### src/hw/pscl_pkg.sv
// Constants, field layouts and types for the strap configuration latch.
// Assumes a single 100 MHz clock domain and an AHB-Lite register bus.
package pscl_pkg;

  // ----------------------------------------------------------------------
  // Strap vector layout
  // ----------------------------------------------------------------------
  localparam int STRAP_W = 10;
  localparam int STRAP_ADDR_LSB = 0;
  localparam int STRAP_IF_LSB = 3;
  localparam int STRAP_DETACH = 6;
  localparam int STRAP_SPEED = 7;
  localparam int STRAP_DUPLEX = 8;
  localparam int STRAP_ANEG = 9;
  localparam int STRAP_FIELD_W = 3;

  // ----------------------------------------------------------------------
  // Control register image (register 0h) and advertisement (register 4h)
  // ----------------------------------------------------------------------
  localparam int CTRL_DUPLEX_BIT = 8;
  localparam int CTRL_DETACH_BIT = 10;
  localparam int CTRL_ANEG_BIT = 12;
  localparam int CTRL_SPEED_BIT = 13;
  localparam logic [15:0] CTRL_RESET = 16'h3100;
  localparam logic [15:0] CTRL_WMASK = 16'h3500;
  localparam logic [15:0] ADV_RESET = 16'h01E1;
  localparam logic [15:0] ADV_100_MASK = 16'h0180;
  localparam logic [15:0] ADV_WMASK = 16'h01E0;

  // ----------------------------------------------------------------------
  // Bus map
  // ----------------------------------------------------------------------
  localparam int DEC_W = 12;
  localparam logic [11:0] OFS_CTRL = 12'h000;
  localparam logic [11:0] OFS_ADV = 12'h004;
  localparam logic [11:0] OFS_STATUS = 12'h008;
  localparam logic [11:0] OFS_PIN = 12'h00C;
  localparam int ST_ADDR_LSB = 0;
  localparam int ST_IF_RAW_LSB = 3;
  localparam int ST_MODE_LSB = 6;
  localparam int ST_LOADED = 8;
  localparam logic [1:0] HTRANS_NONSEQ = 2'h2;

  // ----------------------------------------------------------------------
  // Strap decode
  // ----------------------------------------------------------------------
  localparam logic [2:0] IF_CODE_MII = 3'h0;
  localparam logic [2:0] IF_CODE_RMII = 3'h1;
  localparam logic [2:0] IF_CODE_MII_PR = 3'h4;
  localparam logic [2:0] ADDR_ZERO = 3'h0;
  localparam logic [2:0] ADDR_FALLBACK = 3'h1;

  typedef enum logic [1:0] {
    PSCL_IFM_MII = 2'b00,
    PSCL_IFM_RMII = 2'b01,
    PSCL_IFM_MII_PR = 2'b10,
    PSCL_IFM_RSVD = 2'b11
  } pscl_iface_t;

  typedef enum logic [1:0] {
    PSCL_CAP_HOLD = 2'b00,
    PSCL_CAP_RUN = 2'b01
  } pscl_cap_state_t;

endpackage

### src/hw/pscl_strap_latch.sv
// Strap configuration latch with an AHB-Lite register slave.
// Assumes one 100 MHz clock, hready looped back from hreadyout, word access.
//
// Overview of operation
// - Every strap pin is sampled at the first clock edge after reset release and the levels become the start configuration.
// - Three address straps give a station address from 1 to 7.
// - Interface straps decode 000 as MII, 001 as RMII, 100 as MII with preamble restore, others reserved.
// - The detach strap is loaded into control bit 10, high meaning detached.
// - The speed strap is loaded into control bit 13 and sets the 100 Mbps advertisement.
// - The duplex strap is loaded into control bit 8, high meaning half duplex.
// - The auto-negotiation strap is loaded into control bit 12, high meaning enabled.
// - Strap pins are inputs during reset and turn into outputs afterwards.
//
// Local design decisions: the address map and the AHB-Lite slave port.
`timescale 1ns/1ns
module pscl_strap_latch #(
  parameter int STRAP_W = pscl_pkg::STRAP_W
) (
  input wire logic hclk,
  input wire logic hresetn,
  input wire logic hsel,
  input wire logic [31:0] haddr,
  input wire logic [1:0] htrans,
  input wire logic hwrite,
  input wire logic [2:0] hsize,
  input wire logic [31:0] hwdata,
  input wire logic hready,
  output logic hreadyout,
  output logic hresp,
  output logic [31:0] hrdata,
  input wire logic [STRAP_W-1:0] strap_in,
  output logic [STRAP_W-1:0] strap_out,
  output logic [STRAP_W-1:0] strap_oe_n,
  output logic [2:0] station_addr,
  output logic [1:0] iface_mode,
  output logic detach_mode,
  output logic speed_100,
  output logic duplex_half,
  output logic autoneg_enable
);

  initial begin
    if (STRAP_W != pscl_pkg::STRAP_W) $error("STRAP_W must match layout");
  end

  // ----------------------------------------------------------------------
  // Strap capture
  // ----------------------------------------------------------------------
  logic [STRAP_W-1:0] sampled;
  logic load_pulse;
  logic loaded;

  pscl_strap_capture #(
    .STRAP_W(STRAP_W)
  ) u_capture (
    .hclk(hclk),
    .hresetn(hresetn),
    .strap_in(strap_in),
    .sampled(sampled),
    .load_pulse(load_pulse),
    .loaded(loaded),
    .strap_oe_n(strap_oe_n)
  );

  // ----------------------------------------------------------------------
  // Strap decode
  // ----------------------------------------------------------------------
  logic [2:0] addr_raw;
  logic [2:0] if_raw;
  logic [2:0] addr_dec;
  pscl_pkg::pscl_iface_t if_dec;

  assign addr_raw = sampled[pscl_pkg::STRAP_ADDR_LSB +:
                            pscl_pkg::STRAP_FIELD_W];
  assign if_raw = sampled[pscl_pkg::STRAP_IF_LSB +: pscl_pkg::STRAP_FIELD_W];

  always_comb begin
    // All-zero address straps fall back to the lowest legal address
    if (addr_raw == pscl_pkg::ADDR_ZERO) begin
      addr_dec = pscl_pkg::ADDR_FALLBACK;
    end else begin
      addr_dec = addr_raw;
    end
    case (if_raw)
      pscl_pkg::IF_CODE_MII: if_dec = pscl_pkg::PSCL_IFM_MII;
      pscl_pkg::IF_CODE_RMII: if_dec = pscl_pkg::PSCL_IFM_RMII;
      pscl_pkg::IF_CODE_MII_PR: if_dec = pscl_pkg::PSCL_IFM_MII_PR;
      default: if_dec = pscl_pkg::PSCL_IFM_RSVD;
    endcase
  end

  // ----------------------------------------------------------------------
  // Bus address phase capture
  // ----------------------------------------------------------------------
  logic take;
  logic wr_pend_reg;
  logic wr_pend_next;
  logic rd_pend_reg;
  logic rd_pend_next;
  logic [11:0] addr_reg;
  logic [11:0] addr_next;
  logic hready_reg;
  logic hready_next;
  logic [31:0] hrdata_reg;
  logic [31:0] hrdata_next;

  assign take = hsel && hready && (htrans == pscl_pkg::HTRANS_NONSEQ);

  // ----------------------------------------------------------------------
  // Register file
  // ----------------------------------------------------------------------
  logic [15:0] ctrl_reg;
  logic [15:0] ctrl_next;
  logic [15:0] adv_reg;
  logic [15:0] adv_next;
  logic [STRAP_W-1:0] pin_reg;
  logic [STRAP_W-1:0] pin_next;
  logic [2:0] st_addr_reg;
  logic [2:0] st_addr_next;
  logic [2:0] if_raw_reg;
  logic [2:0] if_raw_next;
  logic [1:0] if_mode_reg;
  logic [1:0] if_mode_next;
  logic [31:0] status_word;
  logic [31:0] rd_mux;

  always_comb begin
    status_word = '0;
    status_word[pscl_pkg::ST_ADDR_LSB +: 3] = st_addr_reg;
    status_word[pscl_pkg::ST_IF_RAW_LSB +: 3] = if_raw_reg;
    status_word[pscl_pkg::ST_MODE_LSB +: 2] = if_mode_reg;
    status_word[pscl_pkg::ST_LOADED] = loaded;
    case (addr_reg)
      pscl_pkg::OFS_CTRL: rd_mux = {16'h0000, ctrl_reg};
      pscl_pkg::OFS_ADV: rd_mux = {16'h0000, adv_reg};
      pscl_pkg::OFS_STATUS: rd_mux = status_word;
      pscl_pkg::OFS_PIN: rd_mux = {{(32-STRAP_W){1'b0}}, pin_reg};
      default: rd_mux = '0;
    endcase
  end

  always_comb begin
    wr_pend_next = take && hwrite;
    rd_pend_next = take && !hwrite;
    addr_next = take ? haddr[pscl_pkg::DEC_W-1:0] : addr_reg;
    // One wait state on reads so a write just before is seen
    hready_next = !(take && !hwrite);
    hrdata_next = rd_pend_reg ? rd_mux : hrdata_reg;
    ctrl_next = ctrl_reg;
    adv_next = adv_reg;
    pin_next = pin_reg;
    st_addr_next = st_addr_reg;
    if_raw_next = if_raw_reg;
    if_mode_next = if_mode_reg;
    if (load_pulse) begin
      st_addr_next = addr_dec;
      if_raw_next = if_raw;
      if_mode_next = if_dec;
      ctrl_next[pscl_pkg::CTRL_DETACH_BIT] =
        sampled[pscl_pkg::STRAP_DETACH];
      ctrl_next[pscl_pkg::CTRL_SPEED_BIT] =
        sampled[pscl_pkg::STRAP_SPEED];
      ctrl_next[pscl_pkg::CTRL_DUPLEX_BIT] =
        sampled[pscl_pkg::STRAP_DUPLEX];
      ctrl_next[pscl_pkg::CTRL_ANEG_BIT] =
        sampled[pscl_pkg::STRAP_ANEG];
      if (sampled[pscl_pkg::STRAP_SPEED]) begin
        adv_next = pscl_pkg::ADV_RESET;
      end else begin
        adv_next = pscl_pkg::ADV_RESET & ~pscl_pkg::ADV_100_MASK;
      end
    end else if (wr_pend_reg) begin
      case (addr_reg)
        pscl_pkg::OFS_CTRL: begin
          ctrl_next = (ctrl_reg & ~pscl_pkg::CTRL_WMASK) |
                      (hwdata[15:0] & pscl_pkg::CTRL_WMASK);
        end
        pscl_pkg::OFS_ADV: begin
          adv_next = (adv_reg & ~pscl_pkg::ADV_WMASK) |
                     (hwdata[15:0] & pscl_pkg::ADV_WMASK);
        end
        pscl_pkg::OFS_PIN: pin_next = hwdata[STRAP_W-1:0];
        default: pin_next = pin_reg;
      endcase
    end
  end

  always_ff @(posedge hclk or negedge hresetn) begin
    if (!hresetn) begin
      wr_pend_reg <= 1'b0;
      rd_pend_reg <= 1'b0;
      addr_reg <= '0;
      hready_reg <= 1'b1;
      hrdata_reg <= '0;
      ctrl_reg <= pscl_pkg::CTRL_RESET;
      adv_reg <= pscl_pkg::ADV_RESET;
      pin_reg <= '0;
      st_addr_reg <= pscl_pkg::ADDR_FALLBACK;
      if_raw_reg <= pscl_pkg::IF_CODE_MII;
      if_mode_reg <= pscl_pkg::PSCL_IFM_MII;
    end else begin
      wr_pend_reg <= wr_pend_next;
      rd_pend_reg <= rd_pend_next;
      addr_reg <= addr_next;
      hready_reg <= hready_next;
      hrdata_reg <= hrdata_next;
      ctrl_reg <= ctrl_next;
      adv_reg <= adv_next;
      pin_reg <= pin_next;
      st_addr_reg <= st_addr_next;
      if_raw_reg <= if_raw_next;
      if_mode_reg <= if_mode_next;
    end
  end

  // ----------------------------------------------------------------------
  // Outputs
  // ----------------------------------------------------------------------
  assign hreadyout = hready_reg;
  assign hresp = 1'b0;
  assign hrdata = hrdata_reg;
  assign strap_out = pin_reg;
  assign station_addr = st_addr_reg;
  assign iface_mode = if_mode_reg;
  assign detach_mode = ctrl_reg[pscl_pkg::CTRL_DETACH_BIT];
  assign speed_100 = ctrl_reg[pscl_pkg::CTRL_SPEED_BIT];
  assign duplex_half = ctrl_reg[pscl_pkg::CTRL_DUPLEX_BIT];
  assign autoneg_enable = ctrl_reg[pscl_pkg::CTRL_ANEG_BIT];

endmodule // pscl_strap_latch

### src/hw/pscl_strap_capture.sv
// Strap capture: samples the strap pins at the first edge after reset
// release, then turns the pins round to outputs.
// Assumes strap levels are stable and synchronous to hclk around release.
`timescale 1ns/1ns
module pscl_strap_capture #(
  parameter int STRAP_W = pscl_pkg::STRAP_W
) (
  input wire logic hclk,
  input wire logic hresetn,
  input wire logic [STRAP_W-1:0] strap_in,
  output logic [STRAP_W-1:0] sampled,
  output logic load_pulse,
  output logic loaded,
  output logic [STRAP_W-1:0] strap_oe_n
);

  initial begin
    if (STRAP_W < 1) $error("STRAP_W must be at least 1");
  end

  // ----------------------------------------------------------------------
  // Capture sequencer
  // ----------------------------------------------------------------------
  pscl_pkg::pscl_cap_state_t state_reg;
  pscl_pkg::pscl_cap_state_t state_next;
  logic [STRAP_W-1:0] sampled_reg;
  logic [STRAP_W-1:0] sampled_next;
  logic load_reg;
  logic load_next;
  logic [STRAP_W-1:0] oe_n_reg;
  logic [STRAP_W-1:0] oe_n_next;

  always_comb begin
    state_next = state_reg;
    sampled_next = sampled_reg;
    load_next = 1'b0;
    oe_n_next = oe_n_reg;
    case (state_reg)
      pscl_pkg::PSCL_CAP_HOLD: begin
        sampled_next = strap_in;
        load_next = 1'b1;
        oe_n_next = '0;
        state_next = pscl_pkg::PSCL_CAP_RUN;
      end
      pscl_pkg::PSCL_CAP_RUN: begin
        state_next = pscl_pkg::PSCL_CAP_RUN;
      end
      default: begin
        state_next = pscl_pkg::PSCL_CAP_HOLD;
        oe_n_next = '1;
      end
    endcase
  end

  // Pins stay released (inputs, weak pulls) while reset is active
  always_ff @(posedge hclk or negedge hresetn) begin
    if (!hresetn) begin
      state_reg <= pscl_pkg::PSCL_CAP_HOLD;
      sampled_reg <= '0;
      load_reg <= 1'b0;
      oe_n_reg <= '1;
    end else begin
      state_reg <= state_next;
      sampled_reg <= sampled_next;
      load_reg <= load_next;
      oe_n_reg <= oe_n_next;
    end
  end

  assign sampled = sampled_reg;
  assign load_pulse = load_reg;
  assign loaded = (state_reg == pscl_pkg::PSCL_CAP_RUN);
  assign strap_oe_n = oe_n_reg;

endmodule // pscl_strap_capture

### config.mk
export PLATFORM = sky130hd
export DESIGN_NAME = pscl_strap_latch
export DESIGN_NICKNAME = d
export VERILOG_FILES = /design/src/hw/pscl_pkg.sv /design/src/hw/pscl_strap_latch.sv /design/src/hw/pscl_strap_capture.sv
export SDC_FILE = /design/constraint.sdc
export NUM_CORES = 1
export LEC_CHECK = 0
export ABC_AREA = 1
export BUFFER_PORTS_ARGS = -buffer_cell sky130_fd_sc_hd__buf_4
export CAP_MARGIN = 0
export CORE_AREA = 2 2 90 92
export CTS_CLUSTER_DIAMETER = 60
export CTS_CLUSTER_SIZE = 16
export DETAILED_ROUTE_END_ITERATION = 12
export DIE_AREA = 0 0 92 94
export PLACE_DENSITY = 0.75
export SETUP_SLACK_MARGIN = 0.05
export SYNTH_ARGS = -nofsm -noshare
export SYNTH_HDL_FRONTEND = slang
export SYNTH_SLANG_ARGS = --single-unit
export TNS_END_PERCENT = 20
### constraint.sdc
create_clock -name hclk -period 1.4 [get_ports hclk]
set_clock_uncertainty 0.05 [all_clocks]
set_input_delay 0.14 -clock hclk [delete_from_list [all_inputs] [get_ports hclk]]
set_output_delay 0.14 -clock hclk [all_outputs]
set_load 0.01 [all_outputs]
After elaboration in Yosys (flattened, before gate mapping)
Index checks and enable logic that the tools add are counted.
Word-level totals
  register bits: 119
  input port bits: 84
  output and inout port bits: 63
  logic and storage cells: 59
Operators by class
  equal/unequal tests: 7
  multiplexer cells: 15
  bitwise gates (word level): 3
  reductions and logical operators: 18
Operators by type and width (count)
  one-hot mux 16 bit (4 select lines): 1
  two-way mux 16 bit: 3
  two-way mux 14 bit: 2
  == test 12 x 4 -> 1 bit, second input constant: 2
  one-hot mux 10 bit (2 select lines): 1
  OR 16 x 14 -> 16 bit: 1
  OR 16 x 9 -> 16 bit: 1
  == test 12 x 3 -> 1 bit, second input constant: 1
  logical NOT 12 bit: 1
  two-way mux 9 bit: 1
  logical NOT 3 bit: 2
  one-hot mux 2 bit (3 select lines): 1
  AND reduction 3 bit: 2
  nonzero test 2 bit: 3
  logical AND 1 bit: 4
  two-way mux 1 bit: 4
  AND reduction 2 bit: 2
  == test 3 x 1 -> 1 bit, second input constant: 1
  == test 3 bit, second input constant: 1
  two-way mux 3 bit: 1
  == test 2 bit, second input constant: 1
  logical NOT 1 bit: 2
  logical NOT 2 bit: 1
  two-way mux 2 bit: 1
  other kinds (3): 3

Logic depth before layout (Yosys ltp)
  word-level depth: 4
  gate-level depth with buffers: 9

Modules after synthesis
Synthesis repeated with hierarchy kept, for this count alone.
Unflattened totals
  cells, all modules: 367
  area, all modules: 3181.8 um2
By module, submodules not included
  pscl_strap_latch: instances 1, cells an instance 309, area each 2641.3 um2
  pscl_strap_capture: instances 1, cells an instance 58, area each 540.5 um2

Least setup slack after synthesis
OpenSTA, ideal clock, no wires.
  path type: register to register
  start: reg addr_reg[1]
  end: reg pin_reg[6] (netlist: strap_out[6])
  data arrival time: 1261 ps
  setup slack: -29 ps
  cell stages (with the launch flop): 10
  buffers on the path: 1
  path through: dfrtp_1 > nor2_4 > nand2_2 > nor2_8 > nand2_4 > nor2_8 > inv_2 > buf_6 > nand2_1 > o21ai_2
Between the ends
  longest elaborated chain between the ends: 2
RTL lines
  start, declared: RTL line pscl_strap_latch.sv:100  | logic [11:0] addr_reg;
  start signal, assigned: RTL line pscl_strap_latch.sv:204  | addr_reg <= addr_next;
  == test 12 x 4 -> 1 bit: RTL line pscl_strap_latch.sv:173  | case (addr_reg)
  AND reduction 3 bit (no source line)
  end signal, assigned: RTL line pscl_strap_latch.sv:209  | pin_reg <= pin_next;
  end, declared: RTL line pscl_strap_latch.sv:116  | logic [STRAP_W-1:0] pin_reg;
Every way passes these cells.
A chain may end at the register's enable or synchronous reset.

Final worst setup path
  start: reg addr_reg[10]
  end: reg hrdata_reg[6] (netlist: hrdata[6])
Between the ends
  longest elaborated chain between the ends: 2
RTL lines
  == test 12 x 4 -> 1 bit, or another cell as far along: RTL line pscl_strap_latch.sv:133  | case (addr_reg)
  one-hot mux 16 bit (4 select lines) (*): RTL line pscl_strap_latch.sv:133
  end signal, assigned: RTL line pscl_strap_latch.sv:206  | hrdata_reg <= hrdata_next;
  end, declared: RTL line pscl_strap_latch.sv:104  | logic [31:0] hrdata_reg;
Mark *: on every way between the ends. The rest lies on a longest branch, timed or not.

==> summary.md <==
| Metric | Value |
|---|---|
| Synth Cell Area | roughly 3200 um2 |
| Vias | about 2700 |
| Comb power frac | 18.2% |
| Routability congestion estimate | 0.7710 |
| Status | complete, but fails checks |
| Core Area | roughly 7600 um2 |
| Post-synthesis sequential area ratio | a little under three fifths |
| Final design instance area without fill | 4534 um2 |
| Overflow left after global routing | 0 |
| Final Hold Fails | 0 |
| Pre-CTS setup slack | -70.28 ps |
| Final setup viols | 26 |
| Power density cells | 1043 nW/um2 |
| Clock Path Buffers | 2 |
| Critical path's largest stage delay | roughly 400 ps |
| CTS Buf Count | 9 |
| Max cap viols | 0 |
| Required @ worst endpoint | 1630 ps |
| CP Launch Type | flop |
| Setup CP Type | reg -> reg |
| First-pass GRT wire length | around 12000 um |
| Main synth FF type | dfrtp_1 |
| Cells after Synth | ~370 |
| Asr flop ratio synth | 100.0% |
| Setup ws final | -107.5 ps |
| CP arrival | 1740 ps |
| Final period util | 107.7% |
| Core Util, Final | between 50 and 60% |
| Clk_lat worst skew | around 340 ps |
| DP Cell Count | roughly 550 |
| Initial DRC Count | between 150 and 200 |
| Flops & latches, synth | 69 |
| N_diodes | 0 |
| Die Ht | about 94 um |
| CTS root buffer | clkbuf_8 |
| FP Rows | 32 |
| Cell mode on critical path | nand2_1 |
| DIE WIDTH | 92 um |
| Nets | 574 |
| Placed Instance Area | roughly 3900 um2 |
| Sink Count | 69 |
| Sequential share of power | between 40% and 50% |
| Critical Path Slowest Stage Cell | dfrtp_1 |
| Slew Limit Fails | 0 |
| Syn avg cell area | between 8 and 9 um2 |
| Hold Crit Class | in -> reg |
| Worst path cell trace | nor2_1 -> nand2_1 -> nor2_4 -> buf_12 -> buf_12 -> nand3_1 -> nand3_1 -> nand2_1 -> nand2_1 |
| Router iterations before antenna repair | 6 |
| Power, Total | ~4.7 mW |
| Die area | ~8600 um2 |
| CTS tree | yes |
| Share of cells above drive strength 1 | roughly 33% |
| Post-DP HPWL | 5108 um |
| Max Freq | approximately 660 MHz |
| Critical path peak fanout | 8 |
| Final wirelength | 7533 um |
| Internal power | ~3.4 mW |
| Clock power frac | between 30% and 40% |
| Initial antenna violation count | 0 |
| Remaining DRCs | 0 |
| Leak | approximately 2.3 nW |
| Clk slew on worst S/H paths | ~70 ps |
| Violated checks | setup timing |
| Number of flops mapped to enable cells by yosys | 0 |
| Fin crit period | ~1500 ps |
| Worst Setup End Kind | flop |
| Unrepaired setup endpoints after global routing | yes |
| Final ANT Viol Nets | 0 |
| Sw power | 1.322 mW |
| All-Layer GR Usage | ~18% |
| Switching part of the total power | around 28% |
| IO buf count | 87 |
| Routed vias/inst | around 4.5 |
| Vias in the first global route | about 2600 |
| Boundary Pins | 147 |
| Largest net degree at the start of global routing | 70 |
| Peak supply drop | 0.4789 mV |
| Initial core utilization | a little over 40% |
| Layout area overhead | 43.75% |
| Max reg flops | 14 |
| Synth warn | 0 |
| DR WL/cell | 12.62 um |
| H-tree level count | 3 |
| Non-Filler Instances | 597 |
| Netlist cell types | 26 |
[Yosys cell counts, types with 2 or more instances]
master	number	area [um2]
nand2_1	143	536.8
dfrtp_1	58	1451
nand3_1	38	190.2
buf_4	28	210.2
inv_1	19	71.32
o21ai_0	17	85.08
nor2_1	12	45.04
dfstp_2	11	289.0
clkbuf_1	7	26.28
o211ai_1	5	37.54
buf_2	4	20.02
inv_2	3	11.26
and3_1	2	12.51
buf_6	2	22.52
conb_1	2	7.510
nor2_4	2	22.52
nor2_8	2	40.04
o21ai_2	2	17.52
[cell usage in the layout (no fill, tap or decap), types with 2 or more instances in the layout]
cell and instances:
buf_4 96, nand2_1 142, conb_1 18, dfrtp_1 58
o21ai_2 4, dfstp_2 11, inv_2 2, o211ai_1 5
o21ai_1 5, buf_12 3, clkinv_2 4, buf_6 6
clkbuf_8 9, nand3_2 12, nand2_2 2, nand3_1 26
o21ai_0 11, and3_1 2, nor2_4 3, nor2_8 2
inv_1 19, dlygate4sd3_1 34, nor2_1 10, nor2_2 2
[cell type report]
cell class,instances,area (um2)
multi-input combinational,249,1200
timing repair buffer,139,1189
tap,102,127.6
inverter,22,87.58
clock inverter,7,66.31
fill,657,3073
clock buffer,9,123.9
sequential,69,1740
[per-layer routing]
| layer | global-route usage [%] | share of wire (%) | vias to the layer above | routed length (um) |
|---|---|---|---|---|
| met5 | 0 | 0 | - | 0 |
| met4 | 8.582 | 2.5 | 0 | 185 |
| met3 | 3.050 | 5.3 | 17 | 397 |
| met2 | 29.72 | 50 | 90 | 3748 |
| met1 | 22.21 | 43 | 1212 | 3202 |
| li1 | - | - | 1350 | - |
[through the flow]
| stage | TNS (ps) | hold slack (ps) |
|---|---|---|
| after global routing | -4901 | 55.08 |
| after detailed placement | -657.1 | 120.7 |
| final | -1247 | 42.37 |
| after floorplan | -85.14 | -205.6 |
| after CTS | -415.5 | 29.79 |
| after global placement | -329.0 | 118.8 |
[timing repair]
action                                  4_1_cts  5_1_grt
endpoints found under the setup margin       27       41
buffers inserted                              2        0
pin swaps                                     5       13
hold endpoints to repair                     93        0
resized for setup                            15       19
cloned                                        1        0
hold buffers                                 34        0
[kinds of logic after synthesis]
family | share of synthesized area (%)
compound gates | 4.998
buf+inv | 11.46
other cells | 0.2381
flops | 55.18
simple gates | 28.12
[power by group through the flow]
stage	registers, mW	logic, mW	clock network [mW]
floorplan	2.34	0.380	0
global placement	2.34	0.705	0
detailed placement	2.35	0.720	0
CTS	2.31	0.851	1.58
global route	2.34	0.948	1.67
finish	2.32	0.861	1.55
[critical path: cells and delay by family (launching register included)]
| family | cells | cell delay, ps |
|---|---|---|
| AND/OR/NAND/NOR | 7 | 720 |
| buffers and inverters | 2 | 290 |
| flip-flops | 1 | 390 |
[final timing paths]
check / to / from / slack, ps / depth (start not counted)
hold / removal: strap_out[6]$_DFFE_PN0P_ / hwdata[6] / 40 / 3
setup reg to reg: hrdata[6]$_DFFE_PN0P_ / addr_reg[10]$_DFFE_PN0P_ / -110 / 9
max in group asynchronous: adv_reg[7]$_DFFE_PN1P_ / hresetn / 690 / 3
hold reg to reg: addr_reg[8]$_DFFE_PN0P_ / addr_reg[8]$_DFFE_PN0P_ / 430 / 2
setup / recovery: hrdata[6]$_DFFE_PN0P_ / addr_reg[10]$_DFFE_PN0P_ / -110 / 9
min in group asynchronous: addr_reg[4]$_DFFE_PN0P_ / hresetn / 290 / 3
Note: power is estimated with default switching activity, not from simulation.
